$ cat src/pkg/imuf_map.vh
/*
 Register map, field positions, reset values and packet slot layout
 for the sensor output format block. Assumes a 32-bit APB slave with
 word-aligned registers: byte address is four times the register index.
*/
`ifndef IMUF_MAP_VH
`define IMUF_MAP_VH

// ***************************************************************
// Register indices (byte address = index * 4)
// ***************************************************************
`define IMUF_IDX_ENA 8'h0C
`define IMUF_IDX_LEN 8'h0E
`define IMUF_IDX_POL 8'h10
`define IMUF_IDX_RNG 8'h12
`define IMUF_IDX_STAT 8'h20
`define IMUF_IDX_LSB 2

// ***************************************************************
// Writable bit masks and reset values
// ***************************************************************
`define IMUF_ENA_MASK 16'hFF07
`define IMUF_LEN_MASK 16'h7F00
`define IMUF_POL_MASK 16'h007E
`define IMUF_RNG_MASK 16'h01FF
`define IMUF_ENA_RST 16'h0000
`define IMUF_LEN_RST 16'h0000
`define IMUF_POL_RST 16'h0000
`define IMUF_RNG_RST 16'h0000

// ***************************************************************
// Field positions
// ***************************************************************
`define IMUF_ITEM_TOP 14
`define IMUF_POL_LSB 1
`define IMUF_POL_W 6
`define IMUF_ACC_RANGE_BIT 8
`define IMUF_DA_MSB 7
`define IMUF_DA_LSB 4
`define IMUF_DV_MSB 3
`define IMUF_DV_LSB 0
`define IMUF_ST_BUSY 0
`define IMUF_ST_RANGE 1
`define IMUF_ST_DA_LSB 4
`define IMUF_ST_DV_LSB 8

// ***************************************************************
// Packet slot layout (slot = one 32-bit sample value)
// ***************************************************************
`define IMUF_SLOT_GYRO 5'd1
`define IMUF_SLOT_ACCL 5'd4
`define IMUF_SLOT_DLTA 5'd7
`define IMUF_SLOT_DLTV 5'd10
`define IMUF_SLOT_QTN 5'd13
`define IMUF_SLOT_ATTI 5'd17
`define IMUF_SLOT_LAST 5'd19
`define IMUF_SLOTS 20

`endif

$ cat src/imuf_pol_inv.v
/*
 Per-axis bitwise inversion of angular-rate and acceleration values.
 Assumes axis 0..2 are gyro X,Y,Z and 3..5 accel X,Y,Z, one word each.
*/
module imuf_pol_inv #(
   parameter AXES = 6,
   parameter DW = 32
)(
   input wire [AXES*DW-1:0] raw,
   input wire [AXES-1:0] inv,
   output wire [AXES*DW-1:0] pol
);

   // ************************************************************
   // Invert each axis whose select is set
   // ************************************************************
   genvar g;
   generate
      for (g = 0; g < AXES; g = g + 1)
      begin : g_axis
         assign pol[g*DW +: DW] = inv[g] ? ~raw[g*DW +: DW]
                                         : raw[g*DW +: DW];
      end
   endgenerate

endmodule // imuf_pol_inv

$ cat src/imuf_word_sel.v
/*
 Picks the 16-bit word to send from one 32-bit sample value.
 Assumes 16-bit items carry their upper half; 32-bit items send
 the upper half first, then the lower half.
*/
module imuf_word_sel (
   input wire [31:0] value,
   input wire len32,
   input wire half,
   output wire [15:0] word
);

   // ************************************************************
   // Upper half unless sending the second word of a long item
   // ************************************************************
   assign word = (len32 && half) ? value[15:0] : value[31:16];

endmodule // imuf_word_sel

$ cat src/imuf_top.v
/*
 Output format configuration for a six-axis inertial unit: APB
 registers for word length, axis polarity and range/scale, a per-sample
 snapshot and a 16-bit word stream for burst and streaming packets.
 Assumes a sample strobe from the sensor pipeline on clk_sys and a link
 serialiser that drains words with valid/ready.
*/
`include "imuf_map.vh"

module imuf_top #(
   parameter AW = 12
)(
   input wire clk_sys,
   input wire srst,
   input wire psel,
   input wire penable,
   input wire pwrite,
   input wire [AW-1:0] paddr,
   input wire [31:0] pwdata,
   output reg [31:0] prdata_q,
   output wire pready,
   output wire pslverr,
   input wire sample_valid,
   output wire sample_ready,
   input wire [31:0] temp_in,
   input wire [95:0] gyro_in,
   input wire [95:0] accel_in,
   input wire [95:0] dlta_in,
   input wire [95:0] dltv_in,
   input wire [127:0] qtn_in,
   input wire [95:0] atti_in,
   output reg [95:0] rate_pol_q,
   output reg [95:0] accel_pol_q,
   output reg accel_range_16g_q,
   output reg [3:0] dlta_shift_q,
   output reg [4:0] dltv_shift_q,
   output reg word_valid_q,
   output reg [15:0] word_data_q,
   input wire word_ready,
   output wire pkt_busy
);

   // ************************************************************
   // Declarations
   // ************************************************************
   localparam ST_IDLE = 1'b0;
   localparam ST_SEND = 1'b1;
   localparam SEL_NONE = 3'd0;
   localparam SEL_ENA = 3'd1;
   localparam SEL_LEN = 3'd2;
   localparam SEL_POL = 3'd3;
   localparam SEL_RNG = 3'd4;
   localparam SEL_STAT = 3'd5;

   reg [15:0] ena_q;
   reg [15:0] len_q;
   reg [15:0] pol_q;
   reg [15:0] rng_q;
   reg [15:0] snap_ena_q;
   reg [15:0] snap_len_q;
   reg [`IMUF_SLOTS*32-1:0] snap_q;
   reg state_q;
   reg [4:0] slot_q;
   reg half_q;
   reg [15:0] rd_word;
   reg [2:0] cur_cls;
   reg cur_en;
   reg cur_len32;
   reg load;
   reg last_word;

   wire [2:0] acc_sel;
   wire wr_stb;
   wire take_sample;
   wire [191:0] pol_out;
   wire [5:0] pol_map;
   wire [`IMUF_SLOTS*32-1:0] sample_flat;
   wire [15:0] cur_word;

   // ************************************************************
   // Address decode, shared by read, write and error paths
   // ************************************************************
   function [2:0] reg_sel;
      input [AW-1:0] addr;
      reg [7:0] idx;
      begin
         idx = addr[`IMUF_IDX_LSB +: 8];
         reg_sel = SEL_NONE;
         if (addr[`IMUF_IDX_LSB-1:0] == 2'b00)
         begin
            case (idx)
               `IMUF_IDX_ENA: reg_sel = SEL_ENA;
               `IMUF_IDX_LEN: reg_sel = SEL_LEN;
               `IMUF_IDX_POL: reg_sel = SEL_POL;
               `IMUF_IDX_RNG: reg_sel = SEL_RNG;
               `IMUF_IDX_STAT: reg_sel = SEL_STAT;
               default: reg_sel = SEL_NONE;
            endcase
         end
      end
   endfunction

   // Slot number to item class (0 temp .. 6 attitude)
   function [2:0] slot_cls;
      input [4:0] slot;
      begin
         if (slot < `IMUF_SLOT_GYRO)
            slot_cls = 3'd0;
         else if (slot < `IMUF_SLOT_ACCL)
            slot_cls = 3'd1;
         else if (slot < `IMUF_SLOT_DLTA)
            slot_cls = 3'd2;
         else if (slot < `IMUF_SLOT_DLTV)
            slot_cls = 3'd3;
         else if (slot < `IMUF_SLOT_QTN)
            slot_cls = 3'd4;
         else if (slot < `IMUF_SLOT_ATTI)
            slot_cls = 3'd5;
         else
            slot_cls = 3'd6;
      end
   endfunction

   // ************************************************************
   // APB slave: zero wait states, error on unmapped address
   // ************************************************************
   assign acc_sel = reg_sel(paddr);
   assign pready = 1'b1;
   assign pslverr = psel && penable && (acc_sel == SEL_NONE);
   assign wr_stb = psel && penable && pwrite;

   // Read mux
   always @*
   begin
      rd_word = 16'h0000;
      case (acc_sel)
         SEL_ENA: rd_word = ena_q;
         SEL_LEN: rd_word = len_q;
         SEL_POL: rd_word = pol_q;
         SEL_RNG: rd_word = rng_q;
         SEL_STAT:
         begin
            rd_word[`IMUF_ST_BUSY] = pkt_busy;
            rd_word[`IMUF_ST_RANGE] = accel_range_16g_q;
            rd_word[`IMUF_ST_DA_LSB +: 4] = dlta_shift_q;
            rd_word[`IMUF_ST_DV_LSB +: 5] = dltv_shift_q;
         end
         default: rd_word = 16'h0000;
      endcase
   end

   // Read data captured in the setup cycle, stable through access
   always @(posedge clk_sys)
   begin
      if (srst)
         prdata_q <= 32'h00000000;
      else if (psel && !penable && !pwrite)
         prdata_q <= {16'h0000, rd_word};
   end

   // Configuration registers, reserved bits held at zero
   always @(posedge clk_sys)
   begin
      if (srst)
      begin
         ena_q <= `IMUF_ENA_RST;
         len_q <= `IMUF_LEN_RST;
         pol_q <= `IMUF_POL_RST;
         rng_q <= `IMUF_RNG_RST;
      end
      else if (wr_stb)
      begin
         case (acc_sel)
            SEL_ENA: ena_q <= pwdata[15:0] & `IMUF_ENA_MASK;
            SEL_LEN: len_q <= pwdata[15:0] & `IMUF_LEN_MASK;
            SEL_POL: pol_q <= pwdata[15:0] & `IMUF_POL_MASK;
            SEL_RNG: rng_q <= pwdata[15:0] & `IMUF_RNG_MASK;
            default: ena_q <= ena_q;
         endcase
      end
   end

   // ************************************************************
   // Polarity inversion of live samples
   // ************************************************************
   // Axis 0 is gyro X at bit 6 down to axis 5, accel Z at bit 1
   genvar a;
   generate
      for (a = 0; a < `IMUF_POL_W; a = a + 1)
      begin : g_polmap
         assign pol_map[a] = pol_q[`IMUF_POL_LSB + `IMUF_POL_W - 1 - a];
      end
   endgenerate

   imuf_pol_inv #(
      .AXES(6),
      .DW(32)
   ) u_pol (
      .raw({accel_in, gyro_in}),
      .inv(pol_map),
      .pol(pol_out)
   );

   // Inverted values and scale selects for delta processing
   always @(posedge clk_sys)
   begin
      if (srst)
      begin
         rate_pol_q <= 96'h0;
         accel_pol_q <= 96'h0;
         accel_range_16g_q <= 1'b0;
         dlta_shift_q <= 4'h0;
         dltv_shift_q <= 5'h00;
      end
      else if (sample_valid)
      begin
         rate_pol_q <= pol_out[95:0];
         accel_pol_q <= pol_out[191:96];
         accel_range_16g_q <= rng_q[`IMUF_ACC_RANGE_BIT];
         dlta_shift_q <= rng_q[`IMUF_DA_MSB:`IMUF_DA_LSB];
         dltv_shift_q <= {1'b0, rng_q[`IMUF_DV_MSB:`IMUF_DV_LSB]}
                       + {4'h0, rng_q[`IMUF_ACC_RANGE_BIT]};
      end
   end

   // ************************************************************
   // Packet snapshot, taken only between packets
   // ************************************************************
   assign sample_flat = {atti_in, qtn_in, dltv_in, dlta_in,
                         pol_out, temp_in};
   assign pkt_busy = (state_q == ST_SEND) || word_valid_q;
   assign sample_ready = !pkt_busy;
   assign take_sample = sample_valid && !pkt_busy;

   always @(posedge clk_sys)
   begin
      if (srst)
      begin
         snap_q <= {`IMUF_SLOTS*32{1'b0}};
         snap_ena_q <= `IMUF_ENA_RST;
         snap_len_q <= `IMUF_LEN_RST;
      end
      else if (take_sample)
      begin
         snap_q <= sample_flat;
         snap_ena_q <= ena_q;
         snap_len_q <= len_q;
      end
   end

   // ************************************************************
   // Word walker over the packet slots
   // ************************************************************
   // Current slot class, enable and length
   always @*
   begin
      cur_cls = slot_cls(slot_q);
      cur_en = snap_ena_q[`IMUF_ITEM_TOP - cur_cls];
      cur_len32 = snap_len_q[`IMUF_ITEM_TOP - cur_cls];
      load = (state_q == ST_SEND) && cur_en
           && (!word_valid_q || word_ready);
      last_word = !cur_len32 || half_q;
   end

   imuf_word_sel u_word (
      .value(snap_q[slot_q*32 +: 32]),
      .len32(cur_len32),
      .half(half_q),
      .word(cur_word)
   );

   // Slot walk: skip disabled items, two words for long ones
   always @(posedge clk_sys)
   begin
      if (srst)
      begin
         state_q <= ST_IDLE;
         slot_q <= 5'd0;
         half_q <= 1'b0;
      end
      else
      begin
         case (state_q)
            ST_IDLE:
            begin
               slot_q <= 5'd0;
               half_q <= 1'b0;
               if (take_sample)
                  state_q <= ST_SEND;
            end
            ST_SEND:
            begin
               if (!cur_en || (load && last_word))
               begin
                  half_q <= 1'b0;
                  if (slot_q == `IMUF_SLOT_LAST)
                     state_q <= ST_IDLE;
                  else
                     slot_q <= slot_q + 5'd1;
               end
               else if (load)
                  half_q <= 1'b1;
            end
            default: state_q <= ST_IDLE;
         endcase
      end
   end

   // Output word register toward the link serialiser
   always @(posedge clk_sys)
   begin
      if (srst)
      begin
         word_valid_q <= 1'b0;
         word_data_q <= 16'h0000;
      end
      else if (load)
      begin
         word_valid_q <= 1'b1;
         word_data_q <= cur_word;
      end
      else if (word_ready)
         word_valid_q <= 1'b0;
   end

endmodule // imuf_top

$ cat config.mk
export PLATFORM = sky130hd
export DESIGN_NAME = imuf_top
export DESIGN_NICKNAME = d
export VERILOG_FILES = /design/src/imuf_pol_inv.v /design/src/imuf_word_sel.v /design/src/imuf_top.v
export VERILOG_INCLUDE_DIRS = /design/src /design/src/pkg
export SDC_FILE = /design/constraint.sdc
export NUM_CORES = 2
export LEC_CHECK = 0
export BUFFER_PORTS_ARGS = -buffer_cell sky130_fd_sc_hd__buf_2
export CORE_AREA = 2 2 366 368
export CTS_BUF_LIST = sky130_fd_sc_hd__clkbuf_8
export DETAILED_ROUTE_END_ITERATION = 10
export DIE_AREA = 0 0 368 370
export GPL_TIMING_DRIVEN = 0
export PLACE_DENSITY_LB_ADDON = 0.08
export SKIP_CTS_REPAIR_TIMING = 1
export SLEW_MARGIN = 0
export SYNTH_ARGS = -nofsm -noshare
export SYNTH_HDL_FRONTEND = slang
export SYNTH_SLANG_ARGS = --single-unit
$ cat constraint.sdc
create_clock -name clk_sys -period 7.6 [get_ports clk_sys]
set_input_delay 0.38 -clock clk_sys [delete_from_list [all_inputs] [get_ports clk_sys]]
set_output_delay 0.38 -clock clk_sys [all_outputs]
set_load 0.005 [all_outputs]
==> flow_summary.toml <==
[pwr]
p_int_mw = 8.61
power_mw = 12.3
sw_frac_of_total_pct = 30.0
ir_drop_uv = 161
power.density_nw_per_um2 = 220
p_leak_nw = 22.0
seqPwrFrac_pct = 43.6
power.switching_mw = 3.69
p_comb_share_pct = 15.9
p_clk_share_pct = 40.4

[floorplanning]
die_x_um = 368
core_sq_um = 132000
die_area_sq_um = 136000
initial_core_util_pct = 29.5
die_h_um = 370
fp-row-count = 134
io_pins = 946

[cts]
cts_buffer_depth = 3
numCtsBuffers = 168
clkLatencyLatePin_ns = 0.93
cts_tree = "yes"
clkSlewWorstSetupHoldPaths_ns = 0.06
cts-root-buf = "clkbuf_8"
clock_sinks = 929
h-tree-depth = 4

[job]
drv_cap = 0

[placed_design]
dp_cells = 7025
dp_hpwl_mm = 167
port_buffers = 908
gp_congestion = 0.913
placed_area_sq_um = 45900
place_ws_ns = 3.09

[critical_path]
worstPathRequired_ns = 8.37
critPathArrivalTime_ns = 5.43
critPathSlowestCell = "clkbuf_1"
critPathKind = "flip-flop to flip-flop"
path_buf_inv = 3
cp_max_fo = 10
crit_top_cell = "clkbuf_1"
max_stage_delay_ns = 0.89
cp-end-kind = "flip-flop"
startpoint_type = "flip-flop"
path_cells = "clkbuf_1 > clkbuf_1 > buf_2 > mux4_2 > a22oi_1 > o211ai_1 > mux2i_1 > o2bb2ai_1"
cp_top_family = "buffers and inverters"

[timing]
post-route-period-util_pct = 61.4
relSlewSlack_pct = 1.38
fin_tns_setup_ns = 0
fin_ws_ns = 2.94
min_period_ns = 4.66
slew_viol_final = 0
clock.fmax_mhz = 214
setup_viol = 0
worst_slew_pin_slew_ns = 1.48
fin_hold_ws_ns = 0.00345
finClkSkew_ns = 0.0700
rsz0062_at_grt = "no"
hold_viol = 0

[global_route]
grt_pass1_vias = 36900
grt_max_degree = 17
grt_pass1_wl_mm = 283
antenna_found_initial = 29
grt.total_usage_pct = 29.7
grt-ovfl-total = 0

[logic_synthesis]
avgSynthCellArea_sq_um = 9.01
yosysSeqAreaShare_pct = 47.6
synthArstFlopShare_pct = 0
synthDistinctLibCells = 66
synth-main-ff-cell = "dfxtp_1"
synth_seq_cells = 929
netlist_area_sq_um = 39100
ys_warn_count = 0
netlist_instances = 4334
synth_edf_count = 0

[finish]
layoutNonFillerInstCount = 7995
finalInstanceArea_sq_um = 55900
fin_nets = 6766
drive_gt1_share_pct = 22.5
synthToLayoutAreaGrowth_pct = 43.0
utilization_pct = 42.2

[worst_hold_path]
hp-class = "primary input to flip-flop"

[routing]
wl_per_cell_um = 27.1
first_pass_iters = 7
drt_iter0_drc = 3058
drc = 0
drt_wl_total_mm = 217
vias = 40100
viasPerCell = 5.02
ant_nets = 0

[outcome]
status = "complete, no violations"
==> tightest hold or removal path, cell delays in order <==
cell and delay, ns:
buf_2 0.08, xnor2_1 0.29, a211oi_1 0.11
==> state kept, by name, summed over array words and instances (netlist names) <==
signal / cells
ena_q: 11
dlta_shift_q: 4
word_data_q: 16
rate_pol_q: 96
word_valid_q: 1
rng_q: 9
snap_q: 640
dltv_shift_q: 5
slot_cls.slot: 5
prdata_q: 16
snap_ena_q: 7
state_q: 1
len_q: 7
pol_q: 6
half_q: 1
accel_pol_q: 96
accel_range_16g_q: 1
snap_len_q: 7
==> power by group through the flow <==
| stage | sequential, mW | clock [mW] | combinational, mW |
|---|---|---|---|
| 5_1_grt | 5.39 | 5.26 | 2.09 |
| 3_3_place_gp | 5.46 | 0 | 1.67 |
| 6_report | 5.37 | 4.97 | 1.96 |
| 3_5_place_dp | 5.46 | 0 | 1.68 |
| 2_1_floorplan | 5.40 | 0 | 0.827 |
| 4_1_cts | 5.36 | 5.05 | 1.68 |
==> per-layer routing <==
layer | GRT usage (%) | up-vias | routed length (um)
li1 | - | 18600 | -
met1 | 38.7 | 19700 | 94100
met2 | 48.9 | 1484 | 102000
met3 | 5.69 | 381 | 12400
met4 | 10.6 | 14 | 7710
met5 | 0 | - | 87
==> cells in the mapped netlist, drive strengths merged (3+ instances only) <==
master,instances,area [sq um]
clkbuf,323,1210
buf,85,437
and3b,3,26.3
or3,3,18.8
ha,3,37.5
o2111ai,5,43.8
o21ai,9,45.0
a22oi,38,285
nor3,14,75.1
a211oi,389,2920
nand4,3,18.8
o211ai,37,278
inv,4,15.0
xnor2,194,1700
mux2,7,82.6
o2bb2ai,16,140
a2bb2oi,3,26.3
nand2,983,3690
nand3b,6,45.0
nand3,11,55.1
mux4,160,3600
and2,5,31.3
or3b,4,37.5
a32oi,5,43.8
or2,4,25.0
nor2b,3,18.8
mux2i,98,981
a31oi,3,18.8
o32ai,3,26.3
o31a,3,26.3
nor2,457,1720
dfxtp,929,18600
nand2b,9,56.3
a21oi,478,2400
==> final timing paths <==
| kind | start | endpoint | slack, ns | cells after the start |
|---|---|---|---|---|
| worst min-delay path | accel_in[2] | snap_q[130] | 0.003 | 3 |
| worst max register to register | slot_cls.slot[0] | word_data_q[13] | 2.94 | 8 |
| worst min register to register | snap_q[589] | snap_q[589] | 0.45 | 2 |
| worst max-delay path | slot_cls.slot[0] | word_data_q[13] | 2.94 | 8 |
==> cells by family (layout without fill, tap and decap cells) <==
logic type                 count (synthesis)  in the layout  synth area share [%]
AOI/OAI and AO/OA                       1012           1012                  16.6
xor gates and xnor gates                 195            195                  4.37
adders and majority gates                  3              3                0.0961
buffers and inverters                    412           2262                  4.26
DFF                                      929            929                  47.6
muxes                                    265            265                  11.9
other                                      2             45                0.0192
and+or+nand+nor                         1516           1516                  15.1
==> final cells by class <==
| cell class | count | area, sq um |
|---|---|---|
| Fill cell | 13600 | 76600 |
| Multi-Input combinational cell | 3008 | 18900 |
| Sequential cell | 929 | 18600 |
| Timing Repair Buffer | 1553 | 11000 |
| Clock buffer | 216 | 2970 |
| Tap cell | 1768 | 2210 |
| Buffer | 408 | 1650 |
| Clock inverter | 81 | 487 |
| Antenna cell | 28 | 70.1 |
| Inverter | 4 | 15.0 |
==> layout by cell type, fill, tap and decap left out, types with 4 or more instances in the layout <==
cell,instances
a211oi_1,389
a21oi_1,477
a22oi_1,38
a32oi_1,5
and2_1,5
buf_1,25
buf_2,951
buf_4,17
clkbuf_1,320
clkbuf_8,216
clkinv_2,9
clkinv_8,5
conb_1,17
dfxtp_1,929
diode_2,28
dlygate4sd3_1,645
inv_1,60
mux2_2,6
mux2i_1,98
mux4_2,160
nand2_1,983
nand2b_1,9
nand3_1,11
nand3b_1,6
nor2_1,457
nor3_1,13
o2111ai_1,5
o211ai_1,37
o21ai_0,9
o2bb2ai_1,16
or2_2,4
xnor2_1,194
Note: power is estimated with default switching activity, not from simulation.
